**src/core/ber_pkg.sv**
```systemverilog
// Package for the bridge error reporting block
// Contract
// - Secondary parity error on downstream read seen on secondary, secondary response on.
// - Secondary parity error as target of upstream posted write, secondary response on.
// - Secondary parity error as target of upstream delayed write, secondary response on.
// - Secondary parity error when upstream delayed write completion reports error, both on.
// - Target-bus parity report during posted write is a system error candidate.
// - No posted-write parity system error when bridge detected it as target.
// - Posted-write parity system error needs both parity response settings on.
// - Primary system error never asserted unless system error enable is on.
// - Each primary system error assertion sets signaled system error flag.
// - Secondary system error input forwarded to primary when forwarding enabled.
// - Seen secondary system error input sets received system error flag.
// - Posted write target abort conditionally raises primary system error.
// - Posted write master abort conditionally raises primary system error.
// - Posted write discarded after retry limit conditionally raises system error.
// - Delayed write discarded after retry limit conditionally raises system error.
// - Delayed read failing after retry limit conditionally raises system error.
// - Delayed master timeout raises system error, gated by its own control enable.
// - Cause of each primary system error recorded in a readable status register.
// - Event disable register suppresses system error per event class; master timeout and forwarded events ignore it.
// - Locks on primary and secondary proceed independently unless crossing.
// - Secondary parity error only as write target, read initiator, or delayed completion.
package ber_pkg;
   localparam logic [7:0] ADDR_CMD = 8'h00;
   localparam logic [7:0] ADDR_BCTL = 8'h04;
   localparam logic [7:0] ADDR_STAT = 8'h08;
   localparam logic [7:0] ADDR_SSTAT = 8'h0C;
   localparam logic [7:0] ADDR_CAUSE = 8'h10;
   localparam logic [7:0] ADDR_DIS = 8'h14;
   // Control and status bit positions
   localparam int CMD_PERR_EN = 0;
   localparam int CMD_SERR_EN = 1;
   localparam int BCTL_PERR_EN = 0;
   localparam int BCTL_SERR_FWD = 1;
   localparam int BCTL_MTO_SERR = 2;
   localparam int STAT_SIG_SERR = 0;
   localparam int SSTAT_RCV_SERR = 0;
   // Cause bits
   localparam int EV_PAR = 0;
   localparam int EV_TABT = 1;
   localparam int EV_MABT = 2;
   localparam int EV_PWDISC = 3;
   localparam int EV_DWDISC = 4;
   localparam int EV_DRFAIL = 5;
   localparam int EV_MTO = 6;
   localparam int EV_FWD = 7;
   localparam int NEV = 8;
   localparam logic [31:0] RST_ZERO = 32'h0000_0000;
   localparam int PULSE_CYC = 1;
   typedef enum logic [1:0] {
      BER_RD = 2'b00,
      BER_PW = 2'b01,
      BER_DW = 2'b10
   } ber_kind_t;
   // Parity event report from the bridge datapath
   typedef struct packed {
      logic valid;
      ber_kind_t kind;
      logic upstream;
      logic on_sec;
      logic as_target;
      logic completion_rpt;
   } ber_perr_t;
endpackage

```
**src/core/ber_core.sv**
```systemverilog
// Bridge error reporting with AXI4-Lite register access
`timescale 1ns/1ps
`default_nettype none
module ber_core (
   input wire logic aclk,
   input wire logic aresetn,
   input wire logic [7:0] s_axi_awaddr,
   input wire logic s_axi_awvalid,
   output logic s_axi_awready,
   input wire logic [31:0] s_axi_wdata,
   input wire logic [3:0] s_axi_wstrb,
   input wire logic s_axi_wvalid,
   output logic s_axi_wready,
   output logic [1:0] s_axi_bresp,
   output logic s_axi_bvalid,
   input wire logic s_axi_bready,
   input wire logic [7:0] s_axi_araddr,
   input wire logic s_axi_arvalid,
   output logic s_axi_arready,
   output logic [31:0] s_axi_rdata,
   output logic [1:0] s_axi_rresp,
   output logic s_axi_rvalid,
   input wire logic s_axi_rready,
   input wire ber_pkg::ber_perr_t perr_evt,
   input wire logic pw_target_abort,
   input wire logic pw_master_abort,
   input wire logic pw_discard,
   input wire logic dw_discard,
   input wire logic dr_fail,
   input wire logic master_timeout,
   input wire logic sec_system_err_n,
   output logic sec_parity_err_n,
   output logic pri_system_err_n
);
   logic [1:0] cmd, next_cmd;
   logic [2:0] bctl, next_bctl;
   logic sig_serr, next_sig_serr;
   logic rcv_serr, next_rcv_serr;
   logic [ber_pkg::NEV-1:0] cause, next_cause;
   logic [ber_pkg::NEV-1:0] dis, next_dis;
   logic sperr_q, next_sperr_q;
   logic pserr_q, next_pserr_q;
   logic sserr_m, sserr_s;
   logic aw_full, next_aw_full, w_full, next_w_full;
   logic [7:0] aw_addr, next_aw_addr;
   logic [31:0] w_data, next_w_data;
   logic bvalid, next_bvalid;
   logic [1:0] bresp, next_bresp;
   logic rvalid, next_rvalid;
   logic [1:0] rresp, next_rresp;
   logic [31:0] rdata, next_rdata;
   logic sperr_cond, p_par, fwd;
   logic [ber_pkg::NEV-1:0] ev, ev_en;
   logic wr_go, cmd_perr, bctl_perr;

   // Two-flop synchroniser for the secondary system error pin
   always_ff @(posedge aclk) begin
      if (!aresetn) begin
         sserr_m <= 1'b0;
         sserr_s <= 1'b0;
      end else begin
         sserr_m <= ~sec_system_err_n;
         sserr_s <= sserr_m;
      end
   end

   assign cmd_perr = cmd[ber_pkg::CMD_PERR_EN];
   assign bctl_perr = bctl[ber_pkg::BCTL_PERR_EN];

   // Error decision
   always_comb begin
      sperr_cond = 1'b0;
      p_par = 1'b0;
      if (perr_evt.valid) begin
         if (perr_evt.kind == ber_pkg::BER_RD && !perr_evt.upstream && perr_evt.on_sec
               && !perr_evt.as_target) begin
            sperr_cond = bctl_perr;
         end else if (perr_evt.kind == ber_pkg::BER_PW && perr_evt.upstream
               && perr_evt.on_sec && perr_evt.as_target) begin
            sperr_cond = bctl_perr;
         end else if (perr_evt.kind == ber_pkg::BER_DW && perr_evt.upstream
               && perr_evt.on_sec && perr_evt.as_target) begin
            sperr_cond = bctl_perr;
         end else if (perr_evt.kind == ber_pkg::BER_DW && perr_evt.upstream
               && !perr_evt.on_sec && perr_evt.completion_rpt) begin
            sperr_cond = bctl_perr && cmd_perr;
         end else begin
            sperr_cond = 1'b0;
         end
         // Target-bus report on posted write
         if (perr_evt.kind == ber_pkg::BER_PW && !perr_evt.as_target
               && (perr_evt.upstream != perr_evt.on_sec)) begin
            p_par = cmd_perr && bctl_perr;
         end
      end
      ev = '0;
      ev[ber_pkg::EV_PAR] = p_par;
      ev[ber_pkg::EV_TABT] = pw_target_abort;
      ev[ber_pkg::EV_MABT] = pw_master_abort;
      ev[ber_pkg::EV_PWDISC] = pw_discard;
      ev[ber_pkg::EV_DWDISC] = dw_discard;
      ev[ber_pkg::EV_DRFAIL] = dr_fail;
      ev[ber_pkg::EV_MTO] = master_timeout && bctl[ber_pkg::BCTL_MTO_SERR];
      fwd = sserr_s && bctl[ber_pkg::BCTL_SERR_FWD];
      ev[ber_pkg::EV_FWD] = fwd;
      ev_en = ev & ~dis;
      ev_en[ber_pkg::EV_MTO] = ev[ber_pkg::EV_MTO];
      ev_en[ber_pkg::EV_FWD] = ev[ber_pkg::EV_FWD];
      if (!cmd[ber_pkg::CMD_SERR_EN]) begin
         ev_en = '0;
      end
   end

   assign wr_go = aw_full && w_full && !bvalid;

   // Registers, outputs and bus state
   always_comb begin
      next_cmd = cmd;
      next_bctl = bctl;
      next_dis = dis;
      next_sig_serr = sig_serr;
      next_rcv_serr = rcv_serr;
      next_cause = cause;
      next_aw_full = aw_full;
      next_aw_addr = aw_addr;
      next_w_full = w_full;
      next_w_data = w_data;
      next_bvalid = bvalid;
      next_bresp = bresp;
      next_rvalid = rvalid;
      next_rresp = rresp;
      next_rdata = rdata;
      next_sperr_q = sperr_cond;
      next_pserr_q = |ev_en;
      if (s_axi_awvalid && s_axi_awready) begin
         next_aw_full = 1'b1;
         next_aw_addr = s_axi_awaddr;
      end
      if (s_axi_wvalid && s_axi_wready) begin
         next_w_full = 1'b1;
         next_w_data = s_axi_wdata;
      end
      if (s_axi_bvalid && s_axi_bready) begin
         next_bvalid = 1'b0;
      end
      if (wr_go) begin
         next_aw_full = 1'b0;
         next_w_full = 1'b0;
         next_bvalid = 1'b1;
         next_bresp = 2'b00;
         if (aw_addr == ber_pkg::ADDR_CMD) begin
            next_cmd = w_data[1:0];
         end else if (aw_addr == ber_pkg::ADDR_BCTL) begin
            next_bctl = w_data[2:0];
         end else if (aw_addr == ber_pkg::ADDR_STAT) begin
            if (w_data[ber_pkg::STAT_SIG_SERR]) next_sig_serr = 1'b0;
         end else if (aw_addr == ber_pkg::ADDR_SSTAT) begin
            if (w_data[ber_pkg::SSTAT_RCV_SERR]) next_rcv_serr = 1'b0;
         end else if (aw_addr == ber_pkg::ADDR_CAUSE) begin
            next_cause = cause & ~w_data[ber_pkg::NEV-1:0];
         end else if (aw_addr == ber_pkg::ADDR_DIS) begin
            next_dis = w_data[ber_pkg::NEV-1:0];
         end else begin
            next_bresp = 2'b10;
         end
      end
      // Hardware set wins over software clear
      if (|ev_en) begin
         next_sig_serr = 1'b1;
         next_cause = next_cause | ev_en;
      end
      if (sserr_s) begin
         next_rcv_serr = 1'b1;
      end
      if (s_axi_rvalid && s_axi_rready) begin
         next_rvalid = 1'b0;
      end
      if (s_axi_arvalid && s_axi_arready) begin
         next_rvalid = 1'b1;
         next_rresp = 2'b00;
         next_rdata = 32'h0000_0000;
         if (s_axi_araddr == ber_pkg::ADDR_CMD) begin
            next_rdata[1:0] = cmd;
         end else if (s_axi_araddr == ber_pkg::ADDR_BCTL) begin
            next_rdata[2:0] = bctl;
         end else if (s_axi_araddr == ber_pkg::ADDR_STAT) begin
            next_rdata[ber_pkg::STAT_SIG_SERR] = sig_serr;
         end else if (s_axi_araddr == ber_pkg::ADDR_SSTAT) begin
            next_rdata[ber_pkg::SSTAT_RCV_SERR] = rcv_serr;
         end else if (s_axi_araddr == ber_pkg::ADDR_CAUSE) begin
            next_rdata[ber_pkg::NEV-1:0] = cause;
         end else if (s_axi_araddr == ber_pkg::ADDR_DIS) begin
            next_rdata[ber_pkg::NEV-1:0] = dis;
         end else begin
            next_rresp = 2'b10;
         end
      end
   end

   always_ff @(posedge aclk) begin
      if (!aresetn) begin
         cmd <= '0;
         bctl <= '0;
         dis <= '0;
         sig_serr <= 1'b0;
         rcv_serr <= 1'b0;
         cause <= '0;
         sperr_q <= 1'b0;
         pserr_q <= 1'b0;
         aw_full <= 1'b0;
         aw_addr <= 8'h00;
         w_full <= 1'b0;
         w_data <= ber_pkg::RST_ZERO;
         bvalid <= 1'b0;
         bresp <= 2'b00;
         rvalid <= 1'b0;
         rresp <= 2'b00;
         rdata <= ber_pkg::RST_ZERO;
      end else begin
         cmd <= next_cmd;
         bctl <= next_bctl;
         dis <= next_dis;
         sig_serr <= next_sig_serr;
         rcv_serr <= next_rcv_serr;
         cause <= next_cause;
         sperr_q <= next_sperr_q;
         pserr_q <= next_pserr_q;
         aw_full <= next_aw_full;
         aw_addr <= next_aw_addr;
         w_full <= next_w_full;
         w_data <= next_w_data;
         bvalid <= next_bvalid;
         bresp <= next_bresp;
         rvalid <= next_rvalid;
         rresp <= next_rresp;
         rdata <= next_rdata;
      end
   end

   assign s_axi_awready = !aw_full;
   assign s_axi_wready = !w_full;
   assign s_axi_bvalid = bvalid;
   assign s_axi_bresp = bresp;
   assign s_axi_arready = !rvalid;
   assign s_axi_rvalid = rvalid;
   assign s_axi_rresp = rresp;
   assign s_axi_rdata = rdata;
   assign sec_parity_err_n = ~sperr_q;
   assign pri_system_err_n = ~pserr_q;
   // Lock logic lives elsewhere; this block never touches lock state

   // Checks
   AST_R1: assert property (@(posedge aclk) disable iff (!aresetn)
      (perr_evt.valid && perr_evt.kind == ber_pkg::BER_RD && !perr_evt.upstream
       && perr_evt.on_sec && !perr_evt.as_target && bctl_perr) |=> !sec_parity_err_n)
      else $error("secondary parity error missing on read");
   AST_R4: assert property (@(posedge aclk) disable iff (!aresetn)
      (perr_evt.valid && perr_evt.kind == ber_pkg::BER_DW && perr_evt.completion_rpt
       && perr_evt.upstream && !perr_evt.on_sec && !cmd_perr) |=> sec_parity_err_n)
      else $error("secondary parity error without primary response");
   AST_R5: assert property (@(posedge aclk) disable iff (!aresetn)
      !perr_evt.valid |=> sec_parity_err_n)
      else $error("secondary parity error without event");
   AST_R7: assert property (@(posedge aclk) disable iff (!aresetn)
      (perr_evt.valid && perr_evt.as_target && ev[7:1] == '0) |=> pri_system_err_n)
      else $error("system error on own target parity detection");
   AST_R9: assert property (@(posedge aclk) disable iff (!aresetn)
      !cmd[ber_pkg::CMD_SERR_EN] |=> pri_system_err_n)
      else $error("system error while disabled");
   AST_R10: assert property (@(posedge aclk) disable iff (!aresetn)
      $fell(pri_system_err_n) |-> sig_serr)
      else $error("signaled flag not set");
   AST_R12: assert property (@(posedge aclk) disable iff (!aresetn)
      $fell(sec_system_err_n) ##2 1'b1 |=> rcv_serr)
      else $error("received flag not set");
   AST_R13: assert property (@(posedge aclk) disable iff (!aresetn)
      (pw_target_abort && cmd[ber_pkg::CMD_SERR_EN] && !dis[ber_pkg::EV_TABT])
      |=> !pri_system_err_n && cause[ber_pkg::EV_TABT])
      else $error("target abort not reported");
   AST_R20: assert property (@(posedge aclk) disable iff (!aresetn)
      (ev == 8'h04 && dis[ber_pkg::EV_MABT]) |=> pri_system_err_n)
      else $error("disabled event reported");
   AST_R20B: assert property (@(posedge aclk) disable iff (!aresetn)
      (pw_target_abort && dis[ber_pkg::EV_TABT] && ev == 8'h02) |=> pri_system_err_n)
      else $error("disabled target abort reported");
   AST_R2: assert property (@(posedge aclk) disable iff (!aresetn)
      (perr_evt.valid && perr_evt.kind == ber_pkg::BER_PW && perr_evt.upstream
       && perr_evt.on_sec && perr_evt.as_target && bctl_perr) |=> !sec_parity_err_n)
      else $error("secondary parity error missing on posted write");
   AST_R3: assert property (@(posedge aclk) disable iff (!aresetn)
      (perr_evt.valid && perr_evt.kind == ber_pkg::BER_DW && perr_evt.upstream
       && perr_evt.on_sec && perr_evt.as_target && bctl_perr) |=> !sec_parity_err_n)
      else $error("secondary parity error missing on delayed write");
   AST_R6: assert property (@(posedge aclk) disable iff (!aresetn)
      (perr_evt.valid && perr_evt.kind == ber_pkg::BER_PW && !perr_evt.as_target
       && (perr_evt.upstream != perr_evt.on_sec) && cmd_perr && bctl_perr
       && cmd[ber_pkg::CMD_SERR_EN] && !dis[ber_pkg::EV_PAR])
      |=> !pri_system_err_n && cause[ber_pkg::EV_PAR])
      else $error("posted write parity report not raised");
   AST_R8: assert property (@(posedge aclk) disable iff (!aresetn)
      (perr_evt.valid && perr_evt.kind == ber_pkg::BER_PW && !bctl_perr
       && ev[7:1] == '0) |=> pri_system_err_n)
      else $error("posted write parity error without both responses");
   AST_R11: assert property (@(posedge aclk) disable iff (!aresetn)
      (sserr_s && bctl[ber_pkg::BCTL_SERR_FWD] && cmd[ber_pkg::CMD_SERR_EN])
      |=> !pri_system_err_n && cause[ber_pkg::EV_FWD])
      else $error("secondary system error not forwarded");
   AST_R12B: assert property (@(posedge aclk) disable iff (!aresetn)
      sserr_s |=> rcv_serr)
      else $error("received flag not set from synchroniser");
   AST_R14: assert property (@(posedge aclk) disable iff (!aresetn)
      (pw_master_abort && cmd[ber_pkg::CMD_SERR_EN] && !dis[ber_pkg::EV_MABT])
      |=> !pri_system_err_n && cause[ber_pkg::EV_MABT])
      else $error("master abort not reported");
   AST_R15: assert property (@(posedge aclk) disable iff (!aresetn)
      (pw_discard && cmd[ber_pkg::CMD_SERR_EN] && !dis[ber_pkg::EV_PWDISC])
      |=> !pri_system_err_n && cause[ber_pkg::EV_PWDISC])
      else $error("posted write discard not reported");
   AST_R16: assert property (@(posedge aclk) disable iff (!aresetn)
      (dw_discard && cmd[ber_pkg::CMD_SERR_EN] && !dis[ber_pkg::EV_DWDISC])
      |=> !pri_system_err_n && cause[ber_pkg::EV_DWDISC])
      else $error("delayed write discard not reported");
   AST_R17: assert property (@(posedge aclk) disable iff (!aresetn)
      (dr_fail && cmd[ber_pkg::CMD_SERR_EN] && !dis[ber_pkg::EV_DRFAIL])
      |=> !pri_system_err_n && cause[ber_pkg::EV_DRFAIL])
      else $error("delayed read failure not reported");
   AST_R18: assert property (@(posedge aclk) disable iff (!aresetn)
      (master_timeout && cmd[ber_pkg::CMD_SERR_EN] && bctl[ber_pkg::BCTL_MTO_SERR])
      |=> !pri_system_err_n && cause[ber_pkg::EV_MTO])
      else $error("master timeout not reported");
   AST_R18B: assert property (@(posedge aclk) disable iff (!aresetn)
      (master_timeout && !bctl[ber_pkg::BCTL_MTO_SERR] && ev == 8'h00) |=> pri_system_err_n)
      else $error("master timeout reported while its enable is off");
   AST_R10B: assert property (@(posedge aclk) disable iff (!aresetn)
      !pri_system_err_n |-> sig_serr)
      else $error("system error output without signaled flag");
   AST_R19: assert property (@(posedge aclk) disable iff (!aresetn)
      !pri_system_err_n |-> cause != '0)
      else $error("system error output without recorded cause");
   AST_R22: assert property (@(posedge aclk) disable iff (!aresetn)
      (perr_evt.valid && !perr_evt.on_sec && !perr_evt.completion_rpt) |=> sec_parity_err_n)
      else $error("secondary parity error for primary-side detection");
   AST_R22B: assert property (@(posedge aclk) disable iff (!aresetn)
      (perr_evt.valid && perr_evt.on_sec && perr_evt.as_target
       && perr_evt.kind == ber_pkg::BER_RD) |=> sec_parity_err_n)
      else $error("secondary parity error as read target");
endmodule
`default_nettype wire

```
**config.mk**
```make
export PLATFORM = sky130hd
export DESIGN_NAME = ber_core
export DESIGN_NICKNAME = d
export VERILOG_FILES = /design/src/core/ber_pkg.sv /design/src/core/ber_core.sv
export SDC_FILE = /design/constraint.sdc
export NUM_CORES = 1
export LEC_CHECK = 0
export ABC_AREA = 1
export CAP_MARGIN = 25
export CORE_UTILIZATION = 45
export DETAILED_ROUTE_END_ITERATION = 12
export DONT_BUFFER_PORTS = 1
export GPL_ROUTABILITY_DRIVEN = 0
export GPL_TIMING_DRIVEN = 0
export PLACE_DENSITY = 0.68
export SETUP_SLACK_MARGIN = 0.05
export SYNTH_ARGS = -nofsm -noshare
export SYNTH_HDL_FRONTEND = slang
export SYNTH_SLANG_ARGS = --single-unit
```
**constraint.sdc**
```tcl
create_clock -name aclk -period 2 [get_ports aclk]
set_input_delay 0.3 -clock aclk [delete_from_list [all_inputs] [get_ports aclk]]
set_output_delay 0.3 -clock aclk [all_outputs]
set_load 0.1 [all_outputs]
```
* After elaboration in Yosys (flattened, before gate mapping) *
Cells that the tools add are included.

word-level totals
  bits in registers = 59
  input port bits = 73
  output and inout bits = 43
  logic and storage cells = 152

operators by class
  equal/unequal tests = 18
  mux-type cells = 52
  bitwise logic cells = 14
  reductions and logical operators = 49

operators by type and width
  kind                                                              number
  8-bit two-way mux                                                 10
  8-bit by 4-bit == test with 1-bit output (second input constant)  4
  8-bit by 5-bit == test with 1-bit output (second input constant)  4
  2-bit two-way mux                                                 13
  1-bit two-way mux                                                 24
  1-bit logical AND                                                 23
  8-bit by 3-bit == test with 1-bit output (second input constant)  2
  8-bit zero test                                                   2
  2-bit nonzero test                                                8
  7-bit two-way mux                                                 2
  2-bit inequality test (second input constant)                     5
  1-bit inverter                                                    9
  8-bit AND                                                         1
  8-bit inverter                                                    1
  8-bit OR                                                          1
  8-bit OR reduction                                                1
  1-bit zero test                                                   7
  7-bit AND reduction                                               1
  6-bit AND                                                         1
  6-bit two-way mux                                                 1
  6-bit inverter                                                    1
  6-bit AND reduction                                               1
  5-bit two-way mux                                                 1
  5-bit AND reduction                                               1
  other kinds (8)                                                   9

* Logic depth before layout (Yosys ltp) *
  word-level depth = 10
  gate-level depth with buffers = 10
  gate-level depth less buffers = 10

* Worst setup path before layout *
No wires, ideal clock.

  kind = register to register
  start point = reg rvalid, in the netlist s_axi_rvalid
  end point = reg rdata[1], in the netlist s_axi_rdata[1]
  setup time = 0.134 ns
  data arrival time = 2.334 ns
  required time = 1.866 ns
  path slack = -0.468 ns
  stages on the path, launching flop included = 7
  path buffers = 1
  period minus slack after synthesis = 2.468 ns
  cell sequence = dfxtp_1 inv_1 nand2_1 clkbuf_1 a21oi_1 o21ai_0 a21oi_1

on the way
  longest elaborated chain between the ends = 2

ends and longest elaborated chain
  what                      RTL line         RTL
  start: declaration        ber_core.sv:49   logic rvalid, next_rvalid;
  start signal: assignment  ber_core.sv:234  rvalid <= next_rvalid;
  1-bit zero test           ber_core.sv:244  assign s_axi_arready = !rvalid;
  via s_axi_arready         ber_core.sv:19   output logic s_axi_arready,
  1-bit logical AND         ber_core.sv:178  if (s_axi_arvalid && s_axi_arready) begin
  end signal: assignment    ber_core.sv:218  rdata <= ber_pkg::RST_ZERO;
  end signal: assignment    ber_core.sv:236  rdata <= next_rdata;
  end: declaration          ber_core.sv:51   logic [31:0] rdata, next_rdata;

The timed path passes the listed nets, and every way through them passes these cells.
A chain may end at the register's enable or synchronous reset.

* Final worst setup path *
  start point = reg rvalid, in the netlist s_axi_rvalid
  end point = reg rdata[0], in the netlist s_axi_rdata[0]

The elaborated chain is that of the path after synthesis.

==> qor.json <==
{
  "logic_synthesis": {
    "biggest_area_contributors_in_the_synthesized_netlist": "sky130_fd_sc_hd__dfxtp_1 (40%), sky130_fd_sc_hd__nand2_1 (7.5%), sky130_fd_sc_hd__buf_4 (7.1%), sky130_fd_sc_hd__a21oi_1 (5.8%), sky130_fd_sc_hd__inv_1 (5.8%)",
    "synthesis.area_per_instance_um2": 7.35,
    "yosys.area.top_type_share": 0.399,
    "area_of_the_mapped_netlist_mm2": 0.00286,
    "synth_cell_types": 37,
    "synth_top_area_cell": "sky130_fd_sc_hd__dfxtp_1",
    "synth.yosys.seq_area_share": 0.399,
    "synthesis.yosys.warnings": 0,
    "post_synth_inst_count": 389,
    "synth-seq-cells": 57
  },
  "critical_path": {
    "path_max_fanout": 5,
    "critical_path_class": "reg2reg",
    "timing.critical_path.to_type": "register",
    "cp.required_ns": 2.27,
    "cp.arrival_ns": 2.14,
    "critical_path.startpoint_type": "register"
  },
  "cts": {
    "clk_pin_slew_ns": 0.06,
    "setup_fix_buffers_added_after_clock_tree_synthesis": 0,
    "cts.path.max_buffers": 2,
    "ctsHoldBuffers": 0,
    "cts.htree.levels": 3,
    "cts_buffers": 9,
    "cts_root_buf": "sky130_fd_sc_hd__clkbuf_8",
    "worstSkewPairLatency_ns": 0.34,
    "tritoncts": "built",
    "numClockSinks": 57
  },
  "grt": {
    "track_usage": 0.195,
    "initial_antenna_violation_count": 0,
    "pin_count_of_the_biggest_net_entering_global_routing": 11,
    "grt_remaining_overflow": 0,
    "first_global_vias": 2150,
    "grt_pass1_wl_um": 9630
  },
  "floorplan": {
    "die_ar_mm2": 0.00668,
    "die_w_um": 81.7,
    "ios": 116,
    "fp.coreArea_mm2": 0.00603,
    "std_cell_rows": 28,
    "starting_density_of_the_core": 0.475,
    "chipHeight_um": 81.7
  },
  "power_and_ir_drop": {
    "power_density_mw_per_mm2": 824,
    "p_total_w": 0.00268,
    "leakage_nw": 1.37,
    "worst_supply_voltage_drop_on_vdd_v": 0.000430
  },
  "route": {
    "routed-via-count": 2470,
    "wl_um": 6270,
    "drtAntennaViolNets": 0,
    "drt_pre_antenna_iters": 4,
    "first_iter_violations": 83,
    "post_drt_wl_per_cell_um": 12.4,
    "drt_drc_violations_left": 0,
    "via_per_inst": 4.88
  },
  "timing": {
    "final_cycle_share": 0.936,
    "finalHoldViolCount": 0,
    "grt_setup_unrepaired": "yes",
    "worst-slew-pin-transition_ns": 0.986,
    "fin_crit_ns": 1.87,
    "timing.final.max_slew_violations": 0,
    "setup-violations-final": 0,
    "finClkSkew_ns": 0.00905,
    "fmaxAchievable_mhz": 534,
    "worst_slew_margin_rel": 0.341
  },
  "final_layout": {
    "diodes": 0,
    "drive_gt1_frac": 0.206,
    "fillCellCount": 633,
    "postLayoutCellArea_mm2": 0.00325,
    "synthToLayoutAreaGrowth_pct": 13.6,
    "final_nets": 500,
    "final-seq-area_mm2": 0.00115,
    "area_of_combinational_cells_with_multiple_inputs_mm2": 0.00139
  },
  "placed_design": {
    "placement.cell_area_mm2": 0.00306,
    "numPortBuffers": 0,
    "hpwl_after_detailed_placement_um": 4850
  },
  "hold_path": {
    "min_path_type": "in2reg"
  },
  "job": {
    "maxCapViolations": 0
  },
  "run_status": {
    "run_status": "complete, no violations"
  }
}
## cell families (layout without fill, tap and decap cells)
logic type                after synthesis  in the layout  synth area share
and+or+nand+nor                       163            163             0.285
buffers and inverters                  86            103             0.152
AOI/OAI and AO/OA                      81             81             0.160
DFF                                    57             57             0.399
other                                   1             26           0.00131
xor gates and xnor gates                1              1           0.00306
## worst paths after layout
kind	start	endpoint	slack, ns	cells after the start
hold reg to reg	sserr_m$_SDFF_PN0_	sserr_s$_SDFF_PN0_	0.42	2
setup / recovery	s_axi_rvalid$_SDFFE_PN0P_	s_axi_rdata[0]$_SDFFE_PN0P_	0.13	5
hold / removal	sec_system_err_n	sserr_m$_SDFF_PN0_	0.03	1
setup reg to reg	s_axi_rvalid$_SDFFE_PN0P_	s_axi_rdata[0]$_SDFFE_PN0P_	0.13	5
## layout make-up
cell class / count / area share
multi-input combinational: 271 / 0.426
sequential: 57 / 0.353
buffer: 35 / 0.0747
inverter: 51 / 0.0639
clock buffer: 12 / 0.0447
tap: 75 / 0.0289
clock inverter: 3 / 0.00539
timing repair buffer: 1 / 0.00154
timing repair inverter: 1 / 0.00154
## report_power, final
part           switching (W)  leakage, nW  total, W  internal, W
combinational       0.000415        0.820  0.000520     0.000105
sequential         0.0000731        0.466   0.00125      0.00118
clock               0.000433       0.0822  0.000904     0.000472
total               0.000921         1.37   0.00268      0.00176
## sequential cells by signal, indices dropped and copies added (netlist names), 2 cells and up
signal and flops:
aw_addr 8, cmd 2, s_axi_rdata 8, dis 8
bctl 3, w_data 8, cause 8
## layout by cell type (no fill, tap or decap), drive strengths merged
cell type / count
nand2: 73
dfxtp: 57
nor2: 49
inv: 47
a21oi: 41
buf: 32
o21ai: 30
conb: 26
nand3: 22
clkbuf: 16
nor3: 9
nand4: 6
a31oi: 5
clkinvlp: 4
clkinv: 4
o211ai: 2
nor4: 2
or2: 1
o221ai: 1
xnor2: 1
a41oi: 1
nand3b: 1
o21a: 1
## per-stage QoR
| step | hold WS (ns) | util | setup slack, ns | instances | setup TNS [ns] |
|---|---|---|---|---|---|
| 6_report | 0.0301 | 0.539 | 0.127 | 506 | 0 |
| 3_5_place_dp | 0.380 | 0.507 | -0.0458 | 489 | -0.0612 |
| 5_1_grt | 0.0239 | 0.539 | 0.0372 | 506 | 0 |
| 2_1_floorplan | 0.372 | - | 0.138 | 414 | 0 |
| 4_1_cts | 0.0211 | 0.534 | 0.0808 | 504 | 0 |
| 3_3_place_gp | 0.373 | 0.507 | -0.0447 | 489 | -0.0447 |
## what timing repair did
item	in CTS	in global routing
gates cloned	0	2
pin swaps	0	1
hold endpoints to repair	0	0
setup endpoints to repair	10	10
resized for setup	2	7
## synth_stat cells (all sizes together)
cell,instances
nand2,73
dfxtp,57
nor2,49
inv,48
a21oi,41
buf,30
o21ai,30
nand3,22
nor3,9
nand4,6
a31oi,5
clkbuf,5
clkinv,3
nor4,2
o211ai,2
a41oi,1
conb,1
nand3b,1
o21a,1
o221ai,1
or2,1
xnor2,1
## layer usage
metal  wire, um  part of all wire  vias up  GRT usage
met5          0                 0        -          0
met4        144             0.023        0      0.114
met3        489             0.078       12     0.0500
met2       2750              0.44       84      0.307
met1       2880              0.46     1087      0.238
li1           -                 -     1287          -
## critical path, cell delays in order (launching register included)
cell                         delay, ns
sky130_fd_sc_hd__dfxtp_4          0.55
sky130_fd_sc_hd__clkinvlp_4       0.54
sky130_fd_sc_hd__nand2_4          0.28
sky130_fd_sc_hd__buf_2            0.19
sky130_fd_sc_hd__nand2_1          0.06
sky130_fd_sc_hd__a21oi_1          0.17
Power figures use the tool's default switching activity.
